`config.mk`:
```
export PLATFORM = sky130hd
export DESIGN_NAME = fsp_host
export DESIGN_NICKNAME = d
export VERILOG_FILES = /design/src/rtl/fsp_pkg.sv /design/src/rtl/fsp_host.sv
export SDC_FILE = /design/constraint.sdc
export NUM_CORES = 1
export LEC_CHECK = 0
export BUFFER_PORTS_ARGS = -buffer_cell sky130_fd_sc_hd__buf_2
export CAP_MARGIN = 20
export CORE_MARGIN = 2
export CORE_UTILIZATION = 44
export CTS_CLUSTER_DIAMETER = 50
export DETAILED_ROUTE_END_ITERATION = 7
export PLACE_DENSITY = 0.69
export SETUP_SLACK_MARGIN = 0.05
export SLEW_MARGIN = 20
export SYNTH_ARGS = -nofsm -noshare
export SYNTH_HDL_FRONTEND = slang
export SYNTH_SLANG_ARGS = --single-unit
```
`constraint.sdc`:
```
create_clock -name clk_sys -period 3.6 [get_ports clk_sys]
set_input_delay 0.36 -clock clk_sys [delete_from_list [all_inputs] [get_ports clk_sys]]
set_output_delay 0.36 -clock clk_sys [all_outputs]
set_load 0.01 [all_outputs]
```
`src/rtl/fsp_pkg.sv`:
```
// How it works
// - Protect: addr hi 0, mid 1, lo 0
// - Unprotect: addr hi 1, mid 1, lo 0
// - Suspend inside interval: rewait after resume
// - Suspend after interval: read at once
// - Poll at valid location being programmed
// - Reread complement bit after time limit flag
// - Two toggle reads differ means busy
// - Recheck toggle after time limit flag
package fsp_pkg;
    localparam int ADDR_W = 23;
    localparam int DATA_W = 16;
    localparam int CLK_MHZ = 100;
    localparam int POLL_US = 4;
    localparam int POLL_CYC = POLL_US * CLK_MHZ;
    localparam int RD_CYC = 12;
    localparam int WR_CYC = 10;
    localparam int BUF_WORDS = 16;
    localparam int BUF_BYTES = 32;
    localparam int SECTOR_ERASE_MS = 500;
    localparam int PROT_HI_BIT = 6;
    localparam int PROT_MID_BIT = 1;
    localparam int PROT_LO_BIT = 0;
    localparam int DCP_BIT = 7;
    localparam int TOGGLE_BIT = 6;
    localparam int TLF_BIT = 5;
    localparam logic [DATA_W-1:0] RESET_CMD = 16'h00F0;
    typedef enum logic [6:0] {
        FSP_IDLE = 7'h01,
        FSP_WAIT = 7'h02,
        FSP_RD1 = 7'h04,
        FSP_RD2 = 7'h08,
        FSP_EVAL = 7'h10,
        FSP_WR = 7'h20,
        FSP_PROT = 7'h40
    } fsp_state_t;
    typedef enum logic [1:0] {
        FSP_POLL_DCP = 2'h0,
        FSP_POLL_TOG = 2'h1
    } fsp_mode_t;
endpackage

```
`src/rtl/fsp_host.sv`:
```
module fsp_host #(
    parameter int POLL_CYCLES = fsp_pkg::POLL_CYC
) (
    input wire logic clk_sys,
    input wire logic reset_n,
    input wire logic start,
    input wire logic use_toggle,
    input wire logic program_op,
    input wire logic suspended,
    input wire logic resumed,
    input wire logic prot_req,
    input wire logic prot_unprotect,
    input wire logic [fsp_pkg::ADDR_W-1:0] poll_addr,
    input wire logic [fsp_pkg::DATA_W-1:0] expect_data,
    input wire logic [fsp_pkg::DATA_W-1:0] flash_dq_in,
    input wire logic ready_busy_output,
    output logic [fsp_pkg::ADDR_W-1:0] flash_addr,
    output logic [fsp_pkg::DATA_W-1:0] flash_dq_out,
    output logic flash_dq_oe,
    output logic flash_ce_n,
    output logic flash_oe_n,
    output logic flash_we_n,
    output logic busy,
    output logic done,
    output logic failed
);
    import fsp_pkg::*;

    initial begin
        if (POLL_CYCLES < 1 || POLL_CYCLES > 65535) $error("POLL_CYCLES out of range");
    end

    typedef struct packed {
        fsp_state_t st;
        logic [15:0] cnt;
        logic [15:0] poll_left;
        logic [DATA_W-1:0] first;
        logic [DATA_W-1:0] second;
        logic recheck;
        logic tog;
        logic interval_done;
        logic [ADDR_W-1:0] addr;
        logic [DATA_W-1:0] dq;
        logic oe_dq;
        logic ce_n;
        logic oe_n;
        logic we_n;
        logic busy;
        logic done;
        logic failed;
    } fsp_regs_t;

    fsp_regs_t s_reg;
    fsp_regs_t s_next;
    logic dcp_ok;
    logic toggling;

    // ------------------------------------------------------------
    // Next state
    // ------------------------------------------------------------
    always_comb begin
        s_next = s_reg;
        s_next.done = 1'b0;
        dcp_ok = s_reg.second[DCP_BIT] == expect_data[DCP_BIT];
        toggling = s_reg.first[TOGGLE_BIT] != s_reg.second[TOGGLE_BIT];
        if (s_reg.poll_left != 16'h0000 && s_reg.st != FSP_IDLE && !suspended) begin
            s_next.poll_left = s_reg.poll_left - 16'h0001;
        end
        if (s_reg.poll_left == 16'h0001 && !suspended) begin
            s_next.interval_done = 1'b1;
        end
        // Resume before interval ran out restarts full wait
        if (resumed && !s_reg.interval_done && s_reg.st != FSP_IDLE) begin
            s_next.poll_left = POLL_CYCLES[15:0];
        end
        case (s_reg.st)
            FSP_IDLE: begin
                if (prot_req) begin
                    // Select lines held for the whole protect pulse
                    s_next.addr = '0;
                    s_next.addr[PROT_HI_BIT] = prot_unprotect;
                    s_next.addr[PROT_MID_BIT] = 1'b1;
                    s_next.addr[PROT_LO_BIT] = 1'b0;
                    s_next.ce_n = 1'b0;
                    s_next.we_n = 1'b0;
                    s_next.cnt = 16'(WR_CYC);
                    s_next.busy = 1'b1;
                    s_next.st = FSP_PROT;
                end else if (start) begin
                    s_next.addr = poll_addr;
                    s_next.tog = use_toggle;
                    s_next.recheck = 1'b0;
                    s_next.failed = 1'b0;
                    s_next.busy = 1'b1;
                    s_next.interval_done = !program_op;
                    s_next.poll_left = program_op ? POLL_CYCLES[15:0] : 16'h0000;
                    s_next.st = FSP_WAIT;
                end
            end
            FSP_WAIT: begin
                // Erase may last far beyond 0.5 s; no timeout here
                if (s_reg.poll_left == 16'h0000 && !suspended) begin
                    s_next.ce_n = 1'b0;
                    s_next.oe_n = 1'b0;
                    s_next.cnt = 16'(RD_CYC);
                    s_next.st = FSP_RD1;
                end
            end
            FSP_RD1, FSP_RD2: begin
                s_next.cnt = s_reg.cnt - 16'h0001;
                if (s_reg.st == FSP_RD2 && s_reg.cnt == 16'(RD_CYC + 1)) begin
                    // Idle cycle over, second toggle read starts
                    s_next.ce_n = 1'b0;
                    s_next.oe_n = 1'b0;
                end
                if (s_reg.cnt == 16'h0001) begin
                    s_next.oe_n = 1'b1;
                    s_next.ce_n = 1'b1;
                    s_next.first = s_reg.second;
                    s_next.second = flash_dq_in;
                    if (s_reg.st == FSP_RD1 && s_reg.tog) begin
                        // Strobes must rise between reads or the bit cannot move
                        s_next.st = FSP_RD2;
                        s_next.cnt = 16'(RD_CYC + 1);
                    end else begin
                        s_next.st = FSP_EVAL;
                    end
                end
            end
            FSP_EVAL: begin
                if (s_reg.tog ? !toggling : dcp_ok) begin
                    s_next.busy = 1'b0;
                    s_next.done = 1'b1;
                    s_next.st = FSP_IDLE;
                end else if (s_reg.second[TLF_BIT] && !s_reg.recheck) begin
                    s_next.recheck = 1'b1;
                    s_next.st = FSP_WAIT;
                end else if (s_reg.second[TLF_BIT]) begin
                    s_next.addr = '0;
                    s_next.dq = RESET_CMD;
                    s_next.oe_dq = 1'b1;
                    s_next.ce_n = 1'b0;
                    s_next.we_n = 1'b0;
                    s_next.cnt = 16'(WR_CYC);
                    s_next.st = FSP_WR;
                end else begin
                    s_next.st = FSP_WAIT;
                end
            end
            FSP_WR, FSP_PROT: begin
                s_next.cnt = s_reg.cnt - 16'h0001;
                if (s_reg.cnt == 16'h0001) begin
                    s_next.we_n = 1'b1;
                    s_next.ce_n = 1'b1;
                    s_next.oe_dq = 1'b0;
                    s_next.busy = 1'b0;
                    s_next.done = 1'b1;
                    s_next.failed = s_reg.st == FSP_WR;
                    s_next.st = FSP_IDLE;
                end
            end
            default: s_next.st = FSP_IDLE;
        endcase
    end

    // ------------------------------------------------------------
    // Registers
    // ------------------------------------------------------------
    always_ff @(posedge clk_sys or negedge reset_n) begin
        if (!reset_n) begin
            s_reg <= '{st: FSP_IDLE, ce_n: 1'b1, oe_n: 1'b1, we_n: 1'b1, default: '0};
        end else begin
            s_reg <= s_next;
        end
    end

    // ------------------------------------------------------------
    // Outputs
    // ------------------------------------------------------------
    assign flash_addr = s_reg.addr;
    assign flash_dq_out = s_reg.dq;
    assign flash_dq_oe = s_reg.oe_dq;
    assign flash_ce_n = s_reg.ce_n;
    assign flash_oe_n = s_reg.oe_n;
    assign flash_we_n = s_reg.we_n;
    assign busy = s_reg.busy;
    assign done = s_reg.done;
    assign failed = s_reg.failed;

    // ------------------------------------------------------------
    // Checks
    // ------------------------------------------------------------
    a_prot_select: assert property (@(posedge clk_sys) disable iff (!reset_n)
        s_reg.st == FSP_PROT |-> flash_addr[PROT_MID_BIT] && !flash_addr[PROT_LO_BIT])
        else $error("protect select lines wrong");
    a_unprot_hi: assert property (@(posedge clk_sys) disable iff (!reset_n)
        s_reg.st == FSP_IDLE && prot_req |=> flash_addr[PROT_HI_BIT] == $past(prot_unprotect))
        else $error("unprotect high line wrong");
    a_no_early_read: assert property (@(posedge clk_sys) disable iff (!reset_n)
        s_reg.st == FSP_WAIT && s_next.st == FSP_RD1 |-> s_reg.interval_done)
        else $error("status read inside interval");
    a_no_read_susp: assert property (@(posedge clk_sys) disable iff (!reset_n)
        s_reg.st == FSP_WAIT && suspended |=> flash_oe_n)
        else $error("status read while suspended");
    a_fail_reset: assert property (@(posedge clk_sys) disable iff (!reset_n)
        s_reg.st == FSP_WR |-> flash_dq_out == RESET_CMD && flash_dq_oe)
        else $error("failure without reset command");
    a_recheck_first: assert property (@(posedge clk_sys) disable iff (!reset_n)
        s_reg.st == FSP_EVAL && s_next.st == FSP_WR |-> s_reg.recheck)
        else $error("failed without recheck");
    a_toggle_pair: assert property (@(posedge clk_sys) disable iff (!reset_n)
        s_reg.st == FSP_RD1 && s_reg.tog && s_reg.cnt == 16'h0001
        |=> s_reg.st == FSP_RD2 && flash_oe_n)
        else $error("toggle needs second read");
    a_poll_addr: assert property (@(posedge clk_sys) disable iff (!reset_n)
        s_reg.st == FSP_IDLE && start && !prot_req |=> flash_addr == $past(poll_addr))
        else $error("poll address not kept");
    a_done_pulse: assert property (@(posedge clk_sys) disable iff (!reset_n)
        done |=> !done && !busy)
        else $error("done not a pulse");
    c_pass: cover property (@(posedge clk_sys) done && !failed);
    c_fail: cover property (@(posedge clk_sys) done && failed);
    c_resume: cover property (@(posedge clk_sys) resumed && busy);
    c_recheck: cover property (@(posedge clk_sys) s_reg.st == FSP_EVAL && s_reg.recheck);
    c_unprotect: cover property (@(posedge clk_sys) s_reg.st == FSP_PROT && flash_addr[PROT_HI_BIT]);
endmodule

```
==> run_summary.xml <==
<?xml version="1.0" encoding="UTF-8"?>
<metrics>
  <group name="timing">
    <metric name="timing.clock.skew" unit="ns">0.0135</metric>
    <metric name="min_period_over_period" unit="%">87.2</metric>
    <metric name="hold_slack" unit="ns">0.130</metric>
    <metric name="post-route-min-period" unit="ns">3.14</metric>
    <metric name="finalHoldViolations" unit="">0</metric>
    <metric name="grt_setup_unrepaired" unit="">false</metric>
    <metric name="post-route-worst-setup-slack" unit="ns">0.461</metric>
    <metric name="highest_achievable_clock_rate" unit="GHz">0.319</metric>
    <metric name="slew-limit-headroom" unit="%">35.1</metric>
    <metric name="setup_viol_count_final" unit="">0</metric>
    <metric name="timing.setup.tns" unit="ns">0</metric>
    <metric name="measured_slew_at_the_worst_slew_check_pin" unit="ns">0.974</metric>
    <metric name="drv_slew" unit="">0</metric>
  </group>
  <group name="layout">
    <metric name="insertedDiodeCount" unit="">0</metric>
    <metric name="area_added_between_synthesis_and_finish" unit="%">10.4</metric>
    <metric name="largest_register_ff_count" unit="">46</metric>
    <metric name="final_core_utilization" unit="%">50.1</metric>
    <metric name="drive_gt1_share" unit="%">20.9</metric>
    <metric name="final_nets" unit="">577</metric>
    <metric name="instances_no_fill" unit="">641</metric>
    <metric name="final_area" unit="mm^2">0.00465</metric>
  </group>
  <group name="routing">
    <metric name="post-route-drc-count" unit="">0</metric>
    <metric name="postRouteAntennaNets" unit="">0</metric>
    <metric name="detail_route.vias_per_cell" unit="">5.24</metric>
    <metric name="routed-wl-met2" unit="um">3800</metric>
    <metric name="top_layer_used" unit="">met4</metric>
    <metric name="first_pass_iters" unit="">4</metric>
    <metric name="num_vias" unit="">3356</metric>
    <metric name="route.met3.wl" unit="um">611</metric>
    <metric name="drt_iter0_markers" unit="">227</metric>
    <metric name="wl" unit="um">8840</metric>
    <metric name="wl_met1" unit="um">4290</metric>
    <metric name="route.detailed.wl_per_inst" unit="um">13.8</metric>
  </group>
  <group name="clocking">
    <metric name="numCtsBuffers" unit="">9</metric>
    <metric name="ctsRootBufferMaster" unit="">clkbuf_8</metric>
    <metric name="cts_max_path_buffers" unit="">2</metric>
    <metric name="clk-insertion-delay-late" unit="ns">0.36</metric>
    <metric name="post_cts_setup_buffers" unit="">0</metric>
    <metric name="cts_hold_repair.buffers" unit="">0</metric>
    <metric name="total_of_cells_resized_after_clock_tree_synthesis" unit="">0</metric>
    <metric name="htree_levels" unit="">3</metric>
    <metric name="cts_tree" unit="">done</metric>
    <metric name="clk_transition_reported_paths" unit="ns">0.08</metric>
    <metric name="clock-sinks" unit="">77</metric>
  </group>
  <group name="synth">
    <metric name="synth-edff-count" unit="">0</metric>
    <metric name="synthesis.area_per_instance" unit="um^2">8.95</metric>
    <metric name="yosys.cell_count.top_type" unit="">dfrtp_1</metric>
    <metric name="post_synth_most_frequent_cells" unit="">dfrtp_1, nand2_1, buf_4, nor2_1, o21ai_0</metric>
    <metric name="synth_top_flop_cell" unit="">dfrtp_1</metric>
    <metric name="synth_top_cell_by_area" unit="">dfrtp_1</metric>
    <metric name="netlist_top_cells_area" unit="">dfrtp_1, buf_4, nand2_1</metric>
    <metric name="synthesis.instances" unit="">471</metric>
    <metric name="share_of_synthesized_area_occupied_by_flip_flops_and_latches" unit="%">45.8</metric>
    <metric name="post_synth_instance_area" unit="mm^2">0.00421</metric>
    <metric name="synth-warning-count" unit="">0</metric>
    <metric name="asyncSetResetFlopFracSynth" unit="%">100</metric>
    <metric name="synth-seq-cells" unit="">77</metric>
    <metric name="synth_largest_type_area_fraction" unit="%">43.3</metric>
    <metric name="synth.distinct_cells" unit="">53</metric>
  </group>
  <group name="floorplanning">
    <metric name="floorplan.core_area" unit="mm^2">0.00928</metric>
    <metric name="die_height" unit="um">102</metric>
    <metric name="die_width" unit="um">102</metric>
    <metric name="top_level_ports" unit="">111</metric>
    <metric name="die_area" unit="mm^2">0.0104</metric>
    <metric name="std_cell_rows" unit="">35</metric>
    <metric name="start_util" unit="%">45.4</metric>
  </group>
  <group name="critical_path">
    <metric name="start_kind" unit="">flop</metric>
    <metric name="timing.critical_path.buf_inv" unit="">1</metric>
    <metric name="crit_path_top_delay_cell" unit="">or4b_1</metric>
    <metric name="cp_top_family" unit="">simple AND/OR/NAND/NOR gates</metric>
    <metric name="worst-endpoint-arrival" unit="ns">3.39</metric>
    <metric name="path_cells" unit="">or4_4 &gt; or4b_1 &gt; o31a_1 &gt; a2111o_1 &gt; buf_4 &gt; o21ai_0 &gt; o21ai_1</metric>
    <metric name="required_time_reported_for_the_critical_path_endpoint" unit="ns">3.85</metric>
    <metric name="critical_path.endpoint_type" unit="">flop</metric>
    <metric name="timing.critical_path.fanout_max" unit="">11</metric>
    <metric name="cp_slowest_stage_delay" unit="ns">0.65</metric>
    <metric name="path_class" unit="">flop to flop</metric>
  </group>
  <group name="run_status">
    <metric name="run_status" unit="">finished, final reports clean</metric>
  </group>
  <group name="power_and_ir_drop">
    <metric name="power_density" unit="mW/mm^2">723</metric>
    <metric name="totalPowerFinal" unit="mW">3.37</metric>
    <metric name="p_leak" unit="nW">2.19</metric>
    <metric name="vdd_ir_drop_max" unit="mV">0.254</metric>
  </group>
  <group name="placement">
    <metric name="dp_cells" unit="">625</metric>
    <metric name="placedInstanceArea" unit="mm^2">0.00442</metric>
    <metric name="gp_congestion" unit="">0.839</metric>
    <metric name="pre_cts_ws" unit="ns">0.439</metric>
    <metric name="io_buffers" unit="">69</metric>
    <metric name="place.detailed.hpwl" unit="um">6240</metric>
  </group>
  <group name="grt">
    <metric name="vias_in_the_first_global_route" unit="">3139</metric>
    <metric name="first_pass_grt_wire_length" unit="um">14800</metric>
    <metric name="maximum_number_of_pins_on_one_net_before_global_route_repair" unit="">78</metric>
    <metric name="grt_overflow_total" unit="">0</metric>
    <metric name="gr-usage-all-layers" unit="%">18.2</metric>
    <metric name="number_of_antenna_violations_at_the_first_check_in_global_routing" unit="">0</metric>
  </group>
  <group name="min_path">
    <metric name="hp-class" unit="">primary input to asynchronous set/reset pin</metric>
  </group>
  <group name="job">
    <metric name="timing.max_cap.violations" unit="">0</metric>
  </group>
</metrics>
[report_power, final]
group | leakage, nW | switching [mW] | internal [mW] | total [mW]
logic | 1.07 | 0.788 | 0.507 | 1.29
registers | 1.00 | 0.199 | 1.12 | 1.32
clock network | 0.116 | 0.352 | 0.401 | 0.753
total | 2.19 | 1.34 | 2.03 | 3.37
[final cells by class]
type / count / area, um^2
sequential: 77 / 1930
multi-input combinational: 333 / 1890
fill: 875 / 4630
inverter: 11 / 41.3
clock buffer: 9 / 124
tap: 129 / 161
clock inverter: 7 / 106
timing repair buffer: 75 / 393
[cell usage in the layout (no fill, tap or decap), types with 7 or more instances in the layout]
cell | Yosys | routed
o21ai_0 | 36 | 36
inv_1 | 11 | 11
nor2_1 | 39 | 38
o21ai_1 | 7 | 7
conb_1 | 1 | 12
buf_4 | 39 | 7
o31ai_1 | 8 | 8
nor3_1 | 21 | 21
nand2_1 | 66 | 66
or3_1 | 8 | 8
xor2_1 | 7 | 7
buf_2 | 1 | 68
nor4_1 | 13 | 13
xnor2_1 | 10 | 10
a21oi_1 | 22 | 22
clkbuf_8 | 0 | 9
dfrtp_1 | 73 | 73
[layer usage]
metal | track usage, % | vias up
met1 | 25.5 | 1561
met5 | 0 | -
met4 | 7.49 | 0
met2 | 27.4 | 117
li1 | - | 1667
met3 | 4.04 | 11
[logic make-up after synthesis]
logic type,synth area share (%)
and+or+nand+nor,21.7
AOI/OAI and AO/OA,15.5
DFF,45.8
buffers and inverters,10.3
xor gates and xnor gates,3.53
muxes,1.57
adders and majority gates,1.48
other,0.0890
[path summary, 6_finish.rpt]
path | startpoint | endpoint | slack, ns | cells past startpoint
setup / recovery | s_reg[84]$_DFF_PN0_ | s_reg[106]$_DFFE_PN0P_ | 0.46 | 7
hold / removal | reset_n | flash_addr[20]$_DFFE_PN0P_ | 0.13 | 1
setup reg to reg | s_reg[84]$_DFF_PN0_ | s_reg[106]$_DFFE_PN0P_ | 0.46 | 7
hold reg to reg | s_reg[106]$_DFFE_PN0P_ | s_reg[106]$_DFFE_PN0P_ | 0.48 | 1
max in group asynchronous | reset_n | s_reg[95]$_DFF_PN0_ | 2.82 | 1
min in group clk_sys | program_op | s_reg[46]$_DFF_PN0_ | 0.18 | 2
Note: power is estimated with default switching activity, not from simulation.
